==> src/tick_wdog_pkg.sv <==
// constants, field layout and carrier types for the time base and watchdog
// assumes an 8-bit register port and pin-level oscillator inputs
package tick_wdog_pkg;

  localparam int ADDR_W = 8;
  localparam int DATA_W = 8;

  ////////////////////////////////////////////////////////////////////////////
  // register offsets
  localparam logic [ADDR_W-1:0] TICK_CONTROL_ONE_ADDR = 8'h10;
  localparam logic [ADDR_W-1:0] TICK_CONTROL_TWO_ADDR = 8'h11;
  localparam logic [ADDR_W-1:0] MISC_CLOCK_STATUS_ADDR = 8'h3e;

  ////////////////////////////////////////////////////////////////////////////
  // tick_control_one fields
  localparam int T1_SOURCE_BIT = 7;
  localparam int T1_OTHER_HI = 3;
  localparam int T1_OTHER_LO = 0;

  // tick_control_two fields
  localparam int T2_FLAG_BIT = 7;
  localparam int T2_IEN_BIT = 6;
  localparam int T2_RATE_HI = 5;
  localparam int T2_RATE_LO = 4;
  localparam int T2_FCLR_BIT = 3;
  localparam int T2_WEN_BIT = 1;
  localparam int T2_WCLR_BIT = 0;

  // misc_clock_status fields
  localparam int MISC_MRDY_BIT = 7;
  localparam int MISC_SRDY_BIT = 6;
  localparam int MISC_SYS_HI = 3;
  localparam int MISC_SYS_LO = 2;
  localparam int MISC_MEN_BIT = 1;
  localparam int MISC_MAP_BIT = 0;

  ////////////////////////////////////////////////////////////////////////////
  // counters and reset values
  localparam int TB_W = 14;
  localparam int PRESCALE_W = 7;
  localparam int POD_W = 6;
  localparam int WDOG_W = 2;
  localparam logic [TB_W-1:0] TB_PRESET = 14'h0078;
  localparam logic [PRESCALE_W+POD_W-1:0] POD_PRESET = 13'h0078;
  localparam logic [TB_W-1:0] SUB_READY_COUNT = 14'h1f88;
  localparam logic [TB_W-1:0] SUB_READY_VALUE = TB_PRESET + SUB_READY_COUNT;
  localparam logic [WDOG_W-1:0] WDOG_LAST = 2'h3;
  localparam logic [3:0] OTHER_RESET = 4'h0;
  localparam logic [1:0] SYSCLK_RESET = 2'h0;

  typedef enum logic [1:0] {
    RATE_DIV128 = 2'b00,
    RATE_DIV4096 = 2'b01,
    RATE_DIV8192 = 2'b10,
    RATE_DIV16384 = 2'b11
  } rate_t;

  typedef struct packed {
    logic [ADDR_W-1:0] addr;
    logic [DATA_W-1:0] wdata;
    logic wr;
    logic rd;
  } reg_req_t;

  typedef struct packed {
    logic [1:0] sysclk_sel;
    logic main_osc_enable;
    logic alt_map_select;
  } misc_ctrl_t;

  // low-bit mask whose wrap marks one period of the chosen tap
  function automatic logic [TB_W-1:0] tap_mask(input rate_t rate);
    logic [TB_W-1:0] m;
    m = 14'h3fff;
    case (rate)
      RATE_DIV128: m = 14'h007f;
      RATE_DIV4096: m = 14'h0fff;
      RATE_DIV8192: m = 14'h1fff;
      default: m = 14'h3fff;
    endcase
    return m;
  endfunction

endpackage

==> src/pin_edge_sync.sv <==
// two-flop synchroniser with rising-edge detect for a pin input
// assumes the pin toggles well below half the clock rate
`timescale 1ns/1ps
module pin_edge_sync (
  input wire logic clk_i,
  input wire logic pin_i,
  output logic level_o,
  output logic rise_o
);

  logic meta_reg;
  logic sync_reg;
  logic last_reg;

  always_ff @(posedge clk_i) begin
    meta_reg <= pin_i;
    sync_reg <= meta_reg;
    last_reg <= sync_reg;
  end

  assign level_o = sync_reg;
  assign rise_o = sync_reg & ~last_reg;

endmodule

==> src/pod_counter.sv <==
// main-oscillator prescaler plus power-on delay counter
// assumes osc_rise_i is a one-cycle pulse per main-oscillator edge
`timescale 1ns/1ps
module pod_counter
  import tick_wdog_pkg::*;
(
  input wire logic clk_i,
  input wire logic power_on_i,
  input wire logic enable_i,
  input wire logic stop_i,
  input wire logic osc_rise_i,
  output logic div128_o,
  output logic ready_o
);

  logic [PRESCALE_W+POD_W-1:0] cnt_reg;
  logic ready_reg;
  logic run;

  // divider clock pauses in stop; with the oscillator off the counter reloads its preset
  assign run = osc_rise_i & enable_i & ~stop_i;
  assign div128_o = run & (&cnt_reg[PRESCALE_W-1:0]);

  always_ff @(posedge clk_i) begin
    if (power_on_i || !enable_i) begin
      cnt_reg <= POD_PRESET;
    end else if (run) begin
      cnt_reg <= cnt_reg + 1'b1;
    end
  end

  always_ff @(posedge clk_i) begin
    if (power_on_i || !enable_i) begin
      ready_reg <= 1'b0;
    end else if (run && (&cnt_reg)) begin
      ready_reg <= 1'b1;
    end
  end

  assign ready_o = ready_reg;

endmodule

==> src/time_base_and_watchdog.sv <==
// time base, tick interrupt, watchdog and oscillator status registers
// assumes register port on clk_i; oscillator and power-on inputs are pins
//
// Chosen here: the plain strobed port.
`timescale 1ns/1ps
module time_base_and_watchdog
  import tick_wdog_pkg::*;
(
  input wire logic clk_i,
  input wire logic rst_n_i,
  input wire logic power_on_i,
  input wire logic sub_osc_clk_i,
  input wire logic main_osc_clk_i,
  input wire logic stop_i,
  input wire reg_req_t req_i,
  output logic [DATA_W-1:0] rdata_o,
  output logic tick_irq_o,
  output logic stop_wake_o,
  output logic wdog_reset_o,
  output logic periph_run_o,
  output misc_ctrl_t misc_ctrl_o,
  output logic [3:0] other_unit_sel_o
);

  ////////////////////////////////////////////////////////////////////////////
  // pin synchronisers

  logic sub_rise;
  logic main_rise;
  logic power_on;

  pin_edge_sync u_sub_sync (
    .clk_i(clk_i),
    .pin_i(sub_osc_clk_i),
    .level_o(),
    .rise_o(sub_rise)
  );

  pin_edge_sync u_main_sync (
    .clk_i(clk_i),
    .pin_i(main_osc_clk_i),
    .level_o(),
    .rise_o(main_rise)
  );

  pin_edge_sync u_por_sync (
    .clk_i(clk_i),
    .pin_i(power_on_i),
    .level_o(power_on),
    .rise_o()
  );

  ////////////////////////////////////////////////////////////////////////////
  // register state

  logic tick_source_sel_reg;
  logic source_lock_reg;
  logic [3:0] other_sel_reg;
  logic tick_irq_flag_reg;
  logic tick_irq_enable_reg;
  rate_t tick_rate_reg;
  logic watchdog_enable_reg;
  logic wdog_lock_reg;
  logic [WDOG_W-1:0] wdog_div_reg;
  logic wdog_reset_reg;
  logic [1:0] sysclk_sel_reg;
  logic main_osc_enable_reg;
  logic alt_map_select_reg;
  logic sub_osc_ready_reg;
  logic [TB_W-1:0] tb_cnt_reg;
  logic [DATA_W-1:0] rdata_reg;

  logic wr_one;
  logic wr_two;
  logic wr_misc;
  logic main_div128;
  logic main_osc_ready;
  logic tb_inc;
  logic period_evt;
  logic wdog_timeout;
  logic flag_clear;
  logic wdog_clear;

  assign wr_one = req_i.wr && (req_i.addr == TICK_CONTROL_ONE_ADDR);
  assign wr_two = req_i.wr && (req_i.addr == TICK_CONTROL_TWO_ADDR);
  assign wr_misc = req_i.wr && (req_i.addr == MISC_CLOCK_STATUS_ADDR);
  assign flag_clear = wr_two && req_i.wdata[T2_FCLR_BIT];
  assign wdog_clear = wr_two && req_i.wdata[T2_WCLR_BIT];

  ////////////////////////////////////////////////////////////////////////////
  // main oscillator prescaler and delay counter

  pod_counter u_pod (
    .clk_i(clk_i),
    .power_on_i(power_on),
    .enable_i(main_osc_enable_reg),
    .stop_i(stop_i),
    .osc_rise_i(main_rise),
    .div128_o(main_div128),
    .ready_o(main_osc_ready)
  );

  ////////////////////////////////////////////////////////////////////////////
  // time base counter

  assign tb_inc = tick_source_sel_reg ? main_div128 : sub_rise;

  always_ff @(posedge clk_i) begin
    if (power_on) begin
      tb_cnt_reg <= TB_PRESET;
    end else if (tb_inc) begin
      tb_cnt_reg <= tb_cnt_reg + 1'b1;
    end
  end

  always_ff @(posedge clk_i) begin
    if (power_on) begin
      sub_osc_ready_reg <= 1'b0;
    end else if (tb_cnt_reg == SUB_READY_VALUE) begin
      sub_osc_ready_reg <= 1'b1;
    end
  end

  assign period_evt = tb_inc && ((tb_cnt_reg & tap_mask(tick_rate_reg)) ==
                                 tap_mask(tick_rate_reg));

  ////////////////////////////////////////////////////////////////////////////
  // tick flag and interrupt

  always_ff @(posedge clk_i) begin
    if (!rst_n_i) begin
      tick_irq_flag_reg <= 1'b0;
    end else if (period_evt) begin
      tick_irq_flag_reg <= 1'b1;
    end else if (flag_clear) begin
      tick_irq_flag_reg <= 1'b0;
    end
  end

  assign tick_irq_o = tick_irq_flag_reg & tick_irq_enable_reg;

  assign stop_wake_o = tick_irq_o & ~tick_source_sel_reg;

  assign periph_run_o = ~stop_i;

  ////////////////////////////////////////////////////////////////////////////
  // watchdog

  always_ff @(posedge clk_i) begin
    if (!rst_n_i || wdog_clear) begin
      wdog_div_reg <= '0;
    end else if (period_evt) begin
      wdog_div_reg <= wdog_div_reg + 1'b1;
    end
  end

  assign wdog_timeout = period_evt && (wdog_div_reg == WDOG_LAST) &&
                        watchdog_enable_reg && !wdog_clear;

  always_ff @(posedge clk_i) begin
    if (!rst_n_i) begin
      wdog_reset_reg <= 1'b0;
    end else begin
      wdog_reset_reg <= wdog_timeout;
    end
  end

  assign wdog_reset_o = wdog_reset_reg;

  always_ff @(posedge clk_i) begin
    if (!rst_n_i || wdog_timeout) begin
      watchdog_enable_reg <= 1'b0;
    end else if (wr_two && !wdog_lock_reg) begin
      watchdog_enable_reg <= req_i.wdata[T2_WEN_BIT];
    end
  end

  always_ff @(posedge clk_i) begin
    if (!rst_n_i || wdog_timeout) begin
      wdog_lock_reg <= 1'b0;
    end else if (wr_two) begin
      wdog_lock_reg <= 1'b1;
    end
  end

  ////////////////////////////////////////////////////////////////////////////
  // tick control registers

  always_ff @(posedge clk_i) begin
    if (!rst_n_i) begin
      tick_source_sel_reg <= 1'b0;
    end else if (wr_one && !source_lock_reg) begin
      tick_source_sel_reg <= req_i.wdata[T1_SOURCE_BIT];
    end
  end

  always_ff @(posedge clk_i) begin
    if (!rst_n_i) begin
      source_lock_reg <= 1'b0;
    end else if (wr_one) begin
      source_lock_reg <= 1'b1;
    end
  end

  always_ff @(posedge clk_i) begin
    if (!rst_n_i) begin
      other_sel_reg <= OTHER_RESET;
    end else if (wr_one) begin
      other_sel_reg <= req_i.wdata[T1_OTHER_HI:T1_OTHER_LO];
    end
  end

  always_ff @(posedge clk_i) begin
    if (!rst_n_i) begin
      tick_irq_enable_reg <= 1'b0;
    end else if (wr_two) begin
      tick_irq_enable_reg <= req_i.wdata[T2_IEN_BIT];
    end
  end

  always_ff @(posedge clk_i) begin
    if (!rst_n_i) begin
      tick_rate_reg <= RATE_DIV16384;
    end else if (wr_two) begin
      tick_rate_reg <= rate_t'(req_i.wdata[T2_RATE_HI:T2_RATE_LO]);
    end
  end

  ////////////////////////////////////////////////////////////////////////////
  // misc clock register

  always_ff @(posedge clk_i) begin
    if (!rst_n_i) begin
      sysclk_sel_reg <= SYSCLK_RESET;
    end else if (wr_misc) begin
      sysclk_sel_reg <= req_i.wdata[MISC_SYS_HI:MISC_SYS_LO];
    end
  end

  always_ff @(posedge clk_i) begin
    if (!rst_n_i) begin
      main_osc_enable_reg <= 1'b1;
    end else if (wr_misc) begin
      main_osc_enable_reg <= req_i.wdata[MISC_MEN_BIT];
    end
  end

  always_ff @(posedge clk_i) begin
    if (!rst_n_i) begin
      alt_map_select_reg <= 1'b0;
    end else if (wr_misc) begin
      alt_map_select_reg <= req_i.wdata[MISC_MAP_BIT];
    end
  end

  assign misc_ctrl_o.sysclk_sel = sysclk_sel_reg;
  assign misc_ctrl_o.main_osc_enable = main_osc_enable_reg;
  assign misc_ctrl_o.alt_map_select = alt_map_select_reg;
  assign other_unit_sel_o = other_sel_reg;

  ////////////////////////////////////////////////////////////////////////////
  // read path, data one cycle after the strobe

  logic [DATA_W-1:0] rd_mux;

  always_comb begin
    rd_mux = '0;
    case (req_i.addr)
      TICK_CONTROL_ONE_ADDR: begin
        rd_mux[T1_SOURCE_BIT] = tick_source_sel_reg;
        rd_mux[T1_OTHER_HI:T1_OTHER_LO] = other_sel_reg;
      end
      TICK_CONTROL_TWO_ADDR: begin
        rd_mux[T2_FLAG_BIT] = tick_irq_flag_reg;
        rd_mux[T2_IEN_BIT] = tick_irq_enable_reg;
        rd_mux[T2_RATE_HI:T2_RATE_LO] = tick_rate_reg;
        rd_mux[T2_WEN_BIT] = watchdog_enable_reg;
      end
      MISC_CLOCK_STATUS_ADDR: begin
        rd_mux[MISC_MRDY_BIT] = main_osc_ready;
        rd_mux[MISC_SRDY_BIT] = sub_osc_ready_reg;
        rd_mux[MISC_SYS_HI:MISC_SYS_LO] = sysclk_sel_reg;
        rd_mux[MISC_MEN_BIT] = main_osc_enable_reg;
        rd_mux[MISC_MAP_BIT] = alt_map_select_reg;
      end
      default: begin
        rd_mux = '0;
      end
    endcase
  end

  always_ff @(posedge clk_i) begin
    if (!rst_n_i) begin
      rdata_reg <= '0;
    end else if (req_i.rd) begin
      rdata_reg <= rd_mux;
    end else begin
      rdata_reg <= '0;
    end
  end

  assign rdata_o = rdata_reg;

endmodule

==> config.mk <==
export PLATFORM = sky130hd
export DESIGN_NAME = time_base_and_watchdog
export DESIGN_NICKNAME = d
export VERILOG_FILES = /design/src/tick_wdog_pkg.sv /design/src/pin_edge_sync.sv /design/src/pod_counter.sv /design/src/time_base_and_watchdog.sv
export SDC_FILE = /design/constraint.sdc
export NUM_CORES = 1
export LEC_CHECK = 0
export ABC_CLOCK_PERIOD_IN_PS = 3400
export BUFFER_PORTS_ARGS = -buffer_cell sky130_fd_sc_hd__buf_2
export CAP_MARGIN = 40
export CORE_MARGIN = 2
export CORE_UTILIZATION = 30
export DETAILED_ROUTE_END_ITERATION = 10
export GPL_TIMING_DRIVEN = 0
export PLACE_DENSITY = 0.56
export SYNTH_ARGS = -nofsm -noshare
export SYNTH_HDL_FRONTEND = slang
export SYNTH_SLANG_ARGS = --single-unit
export TNS_END_PERCENT = 20
==> constraint.sdc <==
create_clock -name clk_i -period 3.4 [get_ports clk_i]
set_input_delay 0.34 -clock clk_i [delete_from_list [all_inputs] [get_ports clk_i]]
set_output_delay 0.34 -clock clk_i [all_outputs]
set_load 0.05 [all_outputs]
### Word-level counts from Yosys, hierarchy flattened

Index checks and enable logic that the tools add are counted.

| operators by class | value |
|---|---|
| multiplexer cells | 9 |
| bitwise logic cells | 12 |
| equality and inequality tests | 8 |
| add/subtract/negate cells | 3 |
| reduce and logical (&&, ||, !) cells | 26 |

Operators by type and width:

| cell | count |
|---|---|
| $pmux 14 s3 | 1 |
| $eq 8x5->1 const B | 2 |
| $add 14x1->14 const B | 1 |
| $and 14x14->14 | 1 |
| $eq 14x14->1 | 1 |
| $eq 14x14->1 const B | 1 |
| $add 13x1->13 const B | 1 |
| $reduce_and 13->1 | 1 |
| $logic_and 1x1->1 | 12 |
| $eq 8x6->1 const B | 1 |
| $and 1x1->1 | 7 |
| $reduce_and 7->1 | 1 |
| $pmux 1 s3 | 2 |
| $logic_not 1->1 | 5 |
| $eq 2x2->1 const B | 2 |
| $not 1->1 | 4 |
| $pmux 1 s2 | 2 |
| $pmux 2 s2 | 1 |
| $logic_or 1x1->1 | 3 |
| $mux 1 | 3 |
| $reduce_and 3->1 | 1 |
| $add 2x1->2 const B | 1 |
| $eq 2x1->1 const B | 1 |
| $logic_not 2->1 | 1 |
| other kinds (2) | 2 |

| storage, ports and cells | value |
|---|---|
| word-level logic and storage cells | 85 |
| input port bits | 24 |
| register bits after elaboration | 64 |
| output and inout port bits | 20 |

### Depth between registers and ports, before layout

Gate-level depths: netlist (run 1).

| depth | value |
|---|---|
| depth in word-level cells | 11 |
| depth in mapped cells | 7 |
| gate-level depth less buffers | 6 |

### By module

Synthesis (run 1) repeated with hierarchy kept, for this count alone.

| unflattened totals | value |
|---|---|
| cells, all modules | 297 |
| area total of the unflattened synthesis | 2796.4 um^2 |

Modules (own cells, without submodules):

| module | seq. area each (um^2) | area an instance (um^2) | cells each | instances |
|---|---|---|---|---|
| time_base_and_watchdog | 840.8 | 1896.8 | 214 | 1 |
| pod_counter | 280.3 | 678.2 | 71 | 1 |
| pin_edge_sync | 60.1 | 73.8 | 4 | 3 |

### Worst setup path after synthesis (run 1)

Ideal clock, no wire load.

| timing | value |
|---|---|
| path type | flip-flop to output port |
| start | register tick_irq_flag_reg |
| end | output stop_wake_o |
| data required time | 3060 ps |
| path buffers | 0 |
| data arrival time | 1549 ps |
| path slack | 1511 ps |
| cell stages (with the launch flop) | 3 |
| path through | dfxtp_1 > and2_1 > nor2b_1 |

| between the ends | value |
|---|---|
| word-level cells in the longest chain between the ends | 2 |

RTL lines:

| item | RTL line | RTL |
|---|---|---|
| start, declared | time_base_and_watchdog.sv:59 | `logic tick_irq_flag_reg;` |
| start signal, assigned | time_base_and_watchdog.sv:132 | `tick_irq_flag_reg <= 1'b0;` |
| start signal, assigned | time_base_and_watchdog.sv:134 | `tick_irq_flag_reg <= 1'b1;` |
| start signal, assigned | time_base_and_watchdog.sv:136 | `tick_irq_flag_reg <= 1'b0;` |
| $and 1x1->1 | time_base_and_watchdog.sv:140 | `assign tick_irq_o = tick_irq_flag_reg & tick_irq_enable_reg;` |
| net tick_irq_o | time_base_and_watchdog.sv:17 | `output logic tick_irq_o,` |
| $and 1x1->1 | time_base_and_watchdog.sv:142 | `assign stop_wake_o = tick_irq_o & ~tick_source_sel_reg;` |
| end, declared | time_base_and_watchdog.sv:18 | `output logic stop_wake_o,` |

The timed path passes the listed nets, and every way through them passes these cells.

### Final worst setup path (run 1)

| timing | value |
|---|---|
| start | register main_osc_enable_reg |
| end | register tb_cnt_reg[9] |

| between the ends | value |
|---|---|
| word-level cells in the longest chain between the ends | 4 |

RTL lines:

| item | RTL line | RTL |
|---|---|---|
| start, declared | time_base_and_watchdog.sv:67 | `logic main_osc_enable_reg;` |
| start signal, assigned | time_base_and_watchdog.sv:244 | `main_osc_enable_reg <= req_i.wdata[MISC_MEN_BIT];` |
| $and 1x1->1 (2 in a row) | pod_counter.sv:21 | `assign run = osc_rise_i & enable_i & ~stop_i;` |
| $and 1x1->1 | pod_counter.sv:22 | `assign div128_o = run & (&cnt_reg[PRESCALE_W-1:0]);` |
| $mux 1 | time_base_and_watchdog.sv:106 | `assign tb_inc = tick_source_sel_reg ? main_div128 : sub_rise;` |
| end signal, assigned | time_base_and_watchdog.sv:112 | `tb_cnt_reg <= tb_cnt_reg + 1'b1;` |
| end, declared | time_base_and_watchdog.sv:70 | `logic [TB_W-1:0] tb_cnt_reg;` |

Every way passes these cells.
A chain may end at the register's enable or synchronous reset.

==> results of run 1 <==
routing by layer:
metal / up-vias / track usage / share of wire
met5: - / 0 / 0
met4: 0 / 0.05058 / 0.013
met3: 5 / 0.03972 / 0.045
met2: 37 / 0.1889 / 0.44
met1: 958 / 0.1617 / 0.50
li1: 1098 / - / -
critical path: cells and delay by family (launching register included):
kind / cells / cell delay [ns]
xor+xnor: 1 / 0.15
compound gates: 1 / 0.22
simple gates: 3 / 0.62
flops: 1 / 0.48
buf+inv: 2 / 0.37
power by group through the flow:
stage | sequential (mW) | clock (mW) | combinational (mW)
after global placement | 0.779 | 0 | 0.0597
after CTS | 0.762 | 0.659 | 0.0606
after global routing | 0.763 | 0.695 | 0.0663
after detailed placement | 0.780 | 0 | 0.0604
after floorplan | 0.778 | 0 | 0.0338
final | 0.762 | 0.641 | 0.0601
synthesized netlist by cell type, types with 6 or more instances:
cell type  number  area share
nand3_1        16       0.030
clkbuf_1        6      0.0084
mux2i_1         6       0.022
a21boi_0        9       0.025
dfxtp_1        64        0.48
nand2_1        31       0.043
a21oi_1         7       0.013
nor3_1          9       0.017
o21ai_0         7       0.013
nor2_1         29       0.041
xnor2_1        17       0.055
inv_1           7      0.0098
logic make-up (layout without fill, tap and decap cells):
group | Yosys count | after routing
compound gates | 34 | 34
xor+xnor | 21 | 21
fa+ha+maj | 4 | 4
buf+inv | 18 | 76
flops | 64 | 64
mux | 7 | 7
simple gates | 135 | 135
worst min-delay path by stage:
stage,end,slack [ns],cells past startpoint
final,u_sub_sync.meta_reg,0.10,1
after global routing,u_sub_sync.meta_reg,0.08,1
after CTS,u_sub_sync.meta_reg,0.08,1
after detailed placement,u_main_sync.level_o,0.31,0
after global placement,u_sub_sync.level_o,0.31,0
after floorplan,u_main_sync.level_o,0.31,0
final cells by class:
cell class                      instances  share of cell area
Tap cell                              108             0.04188
Buffer                                 11             0.02094
Sequential cell                        64              0.3971
Multi-Input combinational cell        201              0.4060
Timing Repair Buffer                   42             0.06514
Clock buffer                            9             0.03839
Clock inverter                          7             0.02249
Inverter                                7            0.008143
==> flow_summary.yaml, run 1 <==
setup_path:
  timing.rr.end: "tb_cnt_reg[9]"
  reg2reg_slack_ns: 1.41
  startpoint_type: "flip-flop"
  cp_data_required_time_ns: 3.60
  path_class: "flip-flop to flip-flop"
  max_stage_delay_ns: 0.48
  startpoint: "main_osc_enable_reg"
  r2r-start: "main_osc_enable_reg"
  cpMaxStageDelayCell: "dfxtp_1"
  cp-endpoint: "tb_cnt_reg[9]"
  path_cells: "and4bb_1, buf_6, a41oi_4, buf_6, nor4_2, xnor2_1, nor2_1"
  end_kind: "flip-flop"
  reg2reg_depth: 7
  path_common_cell: "buf_6"
  cp.arrival_ns: 2.19
  cp_max_fo: 10
cts:
  clock_sinks: 64
  hold_buffers: 0
  worstSkewPairLatency_ns: 0.34
  numCtsBuffers: 9
  htreeDepth: 3
  postCtsSetupRepairBufs: 0
  ctsResizeCount: 0
  clkTransAtPathRegs_ns: 0.08
  cts_buffer_depth: 2
  clock-root-buffer: "clkbuf_8"
  cts_tree: "yes"
pwr:
  clockPowerShare: 0.438
  switching_share: 0.2346
  p_per_area_mw_per_mm2: 453.2
  p_total_mw: 1.462
  sequentialPowerShare: 0.521
  power.leakage_nw: 1.226
  ir_drop_v: 0.0001847
  switching_power_mw: 0.3431
  pwr-share-comb: 0.041
  cellInternalPower_mw: 1.119
placement:
  dp_hpwl_um: 4089
  place_congestion: 0.7340
  port_buffers: 42
  placed_area_sq_mm: 0.003030
  pre_cts_ws_ns: 1.151
  place_inst: 433
drt:
  drtIter0Drc: 99
  wire_per_inst_um: 12.59
  detail-route-antenna-nets: 0
  drcViolationCount: 0
  vias: 2098
  drt_wl_total_um: 5653
  vias_per_cell: 4.673
  firstDrtPassIters: 4
layout:
  drive_gt1_frac: 0.2082
  final_common_cell: "dfxtp_1"
  final_cell_mix: "dfxtp_1, buf_2, nand2_1"
  final_area_sq_mm: 0.003227
  area_growth_pct: 20.18
  nets: 364
  fillers: 880
  stdcell_count: 449
  multi_input_area_sq_mm: 0.001310
  num_antenna_cells: 0
  post-route-util: 0.3700
  seq_area_sq_mm: 0.001281
  largest_reg_flops: 14
synthesis:
  synthMuxAreaShare: 0.02656
  syn_nets: 311
  ys_seq_area_frac: 0.4772
  synthXorXnorAreaFrac: 0.06850
  yosys.area_share.simple: 0.2759
  ys_async_sr_fraction: 0
  synth_cell_type_count: 46
  syn_avg_cell_area_sq_um: 9.488
  ys_warn_count: 0
  synth_flop_cell: "dfxtp_1"
  synth_compound_area_frac: 0.09832
  synth_edf_count: 0
  synthCells: 283
  ys_ff_latch: 64
  synth_top_family_by_area: "simple AND/OR/NAND/NOR gates"
  synthAdderAreaFrac: 0.01864
  synth_area_sq_mm: 0.002685
floorplan:
  dieHeight_um: 98.61
  fp.dieW_um: 98.61
  rows: 34
  coreArea_sq_mm: 0.008721
  start_util: 0.3079
  dieArea_sq_mm: 0.009723
  ios: 44
sta:
  hold_ws_ns: 0.1013
  setup-violations-final: 0
  max_slew_margin: 0.5344
  min_period_ns: 1.992
  timing.final.hold_violations: 0
  rsz0062_at_grt: "false"
  fmax_mhz: 501.9
  worstMarginPinSlew_ns: 0.6969
  drv_slew: 0
  post-route-period-util: 0.5860
  clock_skew_ns: 0.009976
  setup_ws_ns: 1.408
  setup_tns_ns: 0
global_routing:
  grt_max_degree: 13
  grt_usage: 0.1236
  grt_pass1_wl_um: 9611
  grt_pass1_vias: 2028
  grt_remaining_overflow: 0
  grt_antenna_before_repair: 0
run_status:
  status: "finished, final reports clean"
min_path:
  min_path_type: "primary input to flip-flop"
  holdCritStartpoint: "sub_osc_clk_i"
job:
  cap_violations: 0
Note: power is estimated with default switching activity, not from simulation.
==> run 2, diff against run 1 <==
ABC_CLOCK_PERIOD_IN_PS = 1600   (was 3400)
PLACE_DENSITY = 0.58   (was 0.56)
clock period = 1.6 ns   (was 3.4 ns; I/O delays follow)
==> run 2 against run 1 <==
Against the previous run:
- the run now ends with setup timing left
- register-to-register slack got worse by 1.6 ns
- setup slack got worse by 1.6 ns
- flip-flop and latch count did not move
- non-clock buffer count rose by 18
- sequential power rose by 110%
- largest cell class unchanged
==> flow_summary.yaml, run 2 (same netlist as run 1, synthesis figures left out) <==
run_status:
  status: "finished with violations"
  violations: "setup timing"
cts:
  clkTransAtPathRegs_ns: 0.07
  clock_sinks: 64
  clock-root-buffer: "clkbuf_8"
  numCtsBuffers: 9
  htreeDepth: 3
  worstSkewPairLatency_ns: 0.33
  cts_tree: "yes"
  cts_buffer_depth: 2
layout:
  drive_gt1_frac: 0.3287
  num_antenna_cells: 0
  area_growth_pct: 30.38
  final_cell_mix: "dfxtp_1, buf_2, nand2_1"
  fillers: 865
  largest_reg_flops: 14
  nets: 382
  post-route-util: 0.4014
  final_common_cell: "dfxtp_1"
global_routing:
  grt_pass1_wl_um: 10170
  grt_usage: 0.1290
  grt_antenna_before_repair: 0
  grt_pass1_vias: 2201
  grt_max_degree: 11
  grt_remaining_overflow: 0
floorplan:
  dieHeight_um: 98.61
  start_util: 0.3079
  rows: 34
  fp.dieW_um: 98.61
  dieArea_sq_mm: 0.009723
  ios: 44
  coreArea_sq_mm: 0.008721
sta:
  post-route-period-util: 1.095
  fmax_mhz: 570.8
  max_slew_margin: 0.6832
  rsz0062_at_grt: "true"
  setup_ws_ns: -0.1519
  min_period_ns: 1.752
  timing.final.hold_violations: 0
  drv_slew: 0
  worstMarginPinSlew_ns: 0.4752
  setup-violations-final: 20
  clock_skew_ns: 0.007358
setup_path:
  cp.arrival_ns: 1.97
  cp_max_fo: 7
  cp_data_required_time_ns: 1.81
  end_kind: "flip-flop"
  startpoint_type: "flip-flop"
  path_class: "flip-flop to flip-flop"
drt:
  vias: 2249
  detail-route-antenna-nets: 0
  top_layer_used: "met4"
  wl_met1_um: 2851
  routed-wl-met3_um: 229
  drcViolationCount: 0
  wl_met2_um: 2853
  vias_per_cell: 4.816
  drt_wl_total_um: 6028
  wire_per_inst_um: 12.91
  drtIter0Drc: 106
  firstDrtPassIters: 4
pwr:
  p_per_area_mw_per_mm2: 901.8
  switching_power_mw: 0.6770
  ir_drop_v: 0.0003662
  clockPowerShare: 0.437
  switching_share: 0.2144
  cellInternalPower_mw: 2.480
  pwr-share-comb: 0.050
  power.leakage_nw: 1.340
  sequentialPowerShare: 0.513
  p_total_mw: 3.157
placement:
  dp_hpwl_um: 4129
  place_congestion: 0.7643
  port_buffers: 42
min_path:
  min_path_type: "primary input to flip-flop"
job:
  cap_violations: 0
[run 2: cell types whose count changed in the layout (fill, tap and decap cells not counted), moves of 3 or more]
cell	delta
dfxtp_2	+13
nor3b_1	-3
dlygate4sd3_1	+3
nor3b_2	+3
dfxtp_1	-15
nor3_1	-4
buf_4	+15
nor3_2	+4
[run 2: critical path: stages, from the launching register on]
cell,delay (ns)
dfxtp_4,0.36
and4bb_2,0.31
a41oi_4,0.22
buf_4,0.22
o21ai_0,0.17
or3b_1,0.35
[run 2: power groups by stage]
stage / sequential [mW] / clock [mW] / combinational [mW]
global placement: 1.66 / 0 / 0.126
finish: 1.62 / 1.38 / 0.158
global route: 1.62 / 1.50 / 0.173
floorplan: 1.65 / 0 / 0.0717
detailed placement: 1.66 / 0 / 0.129
CTS: 1.62 / 1.43 / 0.153
[run 2: final timing paths]
| kind | start | end | slack, ns | cells after the start |
|---|---|---|---|---|
| max | main_osc_enable_reg | tb_cnt_reg[4] | -0.15 | 5 |
| min | req_i[7] | tick_rate_reg[1] | 0.08 | 3 |
| max reg2reg | main_osc_enable_reg | tb_cnt_reg[4] | -0.15 | 5 |
| min reg2reg | u_por_sync.meta_reg | u_por_sync.level_o | 0.33 | 0 |
[run 2: layout make-up]
class / instances / area [sq um] / area share
multi-input cells: 201 / 1415 / 0.4042
flip-flops and latches: 64 / 1305 / 0.3728
repair buffers: 61 / 364.1 / 0.1040
clock buffers: 13 / 158.9 / 0.04539
well taps: 108 / 135.1 / 0.03860
plain buffers: 10 / 56.30 / 0.01608
clock inverters: 3 / 40.04 / 0.01144
inverters: 7 / 26.28 / 0.007505
[run 2: repair_timing]
action,in CTS,in global routing
cloned,1,0
pin swaps,6,6
hold buffers,3,0
setup endpoints to repair,26,31
buffers inserted,11,4
endpoints found under the hold margin,3,0
resized for setup,17,25
[run 2: routing by layer]
layer | GRT usage | vias up
met5 | 0 | -
met4 | 0.04531 | 0
met3 | 0.04113 | 8
met2 | 0.2140 | 44
met1 | 0.1579 | 1066
li1 | - | 1131
[run 2: stage by stage]
| stage | setup WS, ns | hold slack (ns) | cell area [sq um] | std cells | setup TNS [ns] |
|---|---|---|---|---|---|
| 2_1_floorplan | -0.08843 | 0.1877 | 2688 | 283 | -0.3530 |
| 3_3_place_gp | -0.3787 | 0.2654 | 3033 | 433 | -8.892 |
| 3_5_place_dp | -0.3812 | 0.2652 | 3033 | 433 | -9.612 |
| 4_1_cts | -0.1241 | 0.06378 | 3395 | 464 | -1.472 |
| 5_1_grt | -0.2034 | 0.09006 | 3501 | 467 | -3.070 |
| 6_report | -0.1519 | 0.07664 | 3501 | 467 | -1.277 |
==> run 3, diff against run 2 <==
BUFFER_PORTS_ARGS = unset   (was -buffer_cell sky130_fd_sc_hd__buf_2)
DONT_BUFFER_PORTS = 1   (was unset)
PLACE_DENSITY = 0.53   (was 0.58)
==> run 3 against run 2 <==
Against the previous run:
- the run still ends with setup timing left
- total power grew 0.85%
- combinational power shrank 16%
- clock skew grew 0.0041 ns
- final area decreased by 4.2%
- setup slack got worse by 0.029 ns
- sequential share of layout area is 1.5 points higher
- core utilization shrank 1.7 points
==> flow_summary.yaml, run 3 (same netlist as run 1, synthesis figures left out) <==
pwr:
  pwr-share-comb: 0.042
  switching_power_mw: 0.6791
  switching_share: 0.2133
  clockPowerShare: 0.449
  cellInternalPower_mw: 2.505
  ir_drop_v: 0.0003876
  power.leakage_nw: 1.161
  sequentialPowerShare: 0.510
  p_per_area_mw_per_mm2: 949.2
global_routing:
  grt_pass1_vias: 1918
  grt_pass1_wl_um: 9591
  grt_antenna_before_repair: 0
  grt_remaining_overflow: 0
  grt_max_degree: 11
  grt_usage: 0.1282
drt:
  vias_per_cell: 4.823
  firstDrtPassIters: 4
  drcViolationCount: 0
  detail-route-antenna-nets: 0
  vias: 2069
  drtIter0Drc: 94
  drt_wl_total_um: 5927
  wire_per_inst_um: 13.82
sta:
  drv_slew: 0
  worstMarginPinSlew_ns: 0.6464
  clock_skew_ns: 0.01148
  fmax_mhz: 561.4
  setup-violations-final: 22
  post-route-period-util: 1.113
  min_period_ns: 1.781
  hold_ws_ns: 0.04740
  setup_ws_ns: -0.1812
  rsz0062_at_grt: "true"
  timing.final.hold_violations: 0
  max_slew_margin: 0.5651
  setup_tns_ns: -1.896
floorplan:
  dieArea_sq_mm: 0.009723
  fp.dieW_um: 98.61
  rows: 34
  coreArea_sq_mm: 0.008721
  ios: 44
  dieHeight_um: 98.61
  start_util: 0.3079
setup_path:
  cp.arrival_ns: 2.00
  r2r-start: "u_pod.cnt_reg[1]"
  startpoint_type: "flip-flop"
  timing.rr.end: "tb_cnt_reg[3]"
  cp.buffers_inverters: 1
  max_stage_delay_ns: 0.40
  cp_top_family: "simple AND/OR/NAND/NOR gates"
  cpMaxStageDelayCell: "a41oi_4"
  reg2reg_depth: 6
  cp_max_fo: 8
  end_kind: "flip-flop"
  cp_data_required_time_ns: 1.82
  path_class: "flip-flop to flip-flop"
  path_cells: "ha_4, and2_4, a41oi_4, buf_6, nor3_2, or3b_1"
  reg2reg_slack_ns: -0.18
run_status:
  status: "finished with violations"
  violations: "setup timing"
job:
  cap_violations: 0
placement:
  place_inst: 391
  dp_hpwl_um: 3997
  port_buffers: 0
  place_congestion: 0.7488
cts:
  clock-root-buffer: "clkbuf_8"
  cts_tree: "yes"
  worstSkewPairLatency_ns: 0.34
  numCtsBuffers: 9
  clkTransAtPathRegs_ns: 0.07
  cts_buffer_depth: 2
  clock_sinks: 64
  htreeDepth: 3
min_path:
  worstHoldPathCells: 3
  min_path_type: "primary input to flip-flop"
  holdCritStartpoint: "req_i[5]"
  min_to: "tick_irq_flag_reg"
layout:
  final_cell_mix: "dfxtp_1, nand2_1, nor2_1"
  num_antenna_cells: 0
  final_common_cell: "dfxtp_1"
  drive_gt1_frac: 0.2212
  area_growth_pct: 24.93
  nets: 345
  largest_reg_flops: 14
  stdcell_count: 429
## run 3: routing by layer
layer / GRT usage / share of wire / up-vias
li1: - / - / 1056
met1: 0.1615 / 0.48 / 970
met2: 0.1920 / 0.46 / 34
met3: 0.05461 / 0.045 / 9
met4: 0.05585 / 0.016 / 0
met5: 0 / 0 / -
## run 3: power groups by stage
stage | sequential [mW] | clock, mW | combinational [mW]
after global placement | 1.66 | 0 | 0.0878
after global routing | 1.62 | 1.56 | 0.145
after floorplan | 1.65 | 0 | 0.0717
final | 1.62 | 1.43 | 0.133
after CTS | 1.62 | 1.47 | 0.130
after detailed placement | 1.66 | 0 | 0.0880
## run 3: layout make-up
type | count | area, sq um
fillers | 847 | 5366
inverters | 7 | 26.28
clock buffers | 12 | 165.2
well taps | 108 | 135.1
plain buffers | 10 | 56.30
multi-input cells | 201 | 1419
flip-flops and latches | 64 | 1301
clock inverters | 3 | 40.04
repair buffers | 24 | 211.5
## run 3: worst register-to-register path: stages, from the launching register on
cell and delay, ns:
dfxtp_2 0.34, ha_4 0.15, and2_4 0.16, a41oi_4 0.40, buf_6 0.20, nor3_2 0.04, or3b_1 0.37
## run 3: what timing repair did
action                                  CTS  global route
pin swaps                                 4             8
cloned                                    1             0
buffers inserted                         10             1
hold buffers                             12             0
endpoints found under the setup margin   26            31
hold endpoints to repair                 18             0
resized for setup                        17            23
## run 3: how the worst max path moves through the flow
stage | slack [ns] | end | from | depth (start not counted)
after CTS | -0.18 | wdog_div_reg[0] | main_osc_enable_reg | 7
after global placement | -0.35 | tb_cnt_reg[13] | main_osc_enable_reg | 7
final | -0.18 | tb_cnt_reg[3] | u_pod.cnt_reg[1] | 6
after detailed placement | -0.35 | tb_cnt_reg[9] | main_osc_enable_reg | 7
after global routing | -0.25 | tb_cnt_reg[3] | u_pod.cnt_reg[1] | 6
after floorplan | -0.09 | tb_cnt_reg[3] | u_pod.cnt_reg[0] | 6
## run 3: metrics by stage
stage / util / cell area, sq um / worst slack, ns / total power [mW]
after floorplan: - / 2688 / -0.08843 / 1.725
after global placement: 0.3237 / 2823 / -0.3487 / 1.745
after detailed placement: 0.3237 / 2823 / -0.3471 / 1.745
after CTS: 0.3753 / 3273 / -0.1779 / 3.221
after global routing: 0.3846 / 3354 / -0.2511 / 3.324
final: 0.3846 / 3354 / -0.1812 / 3.184
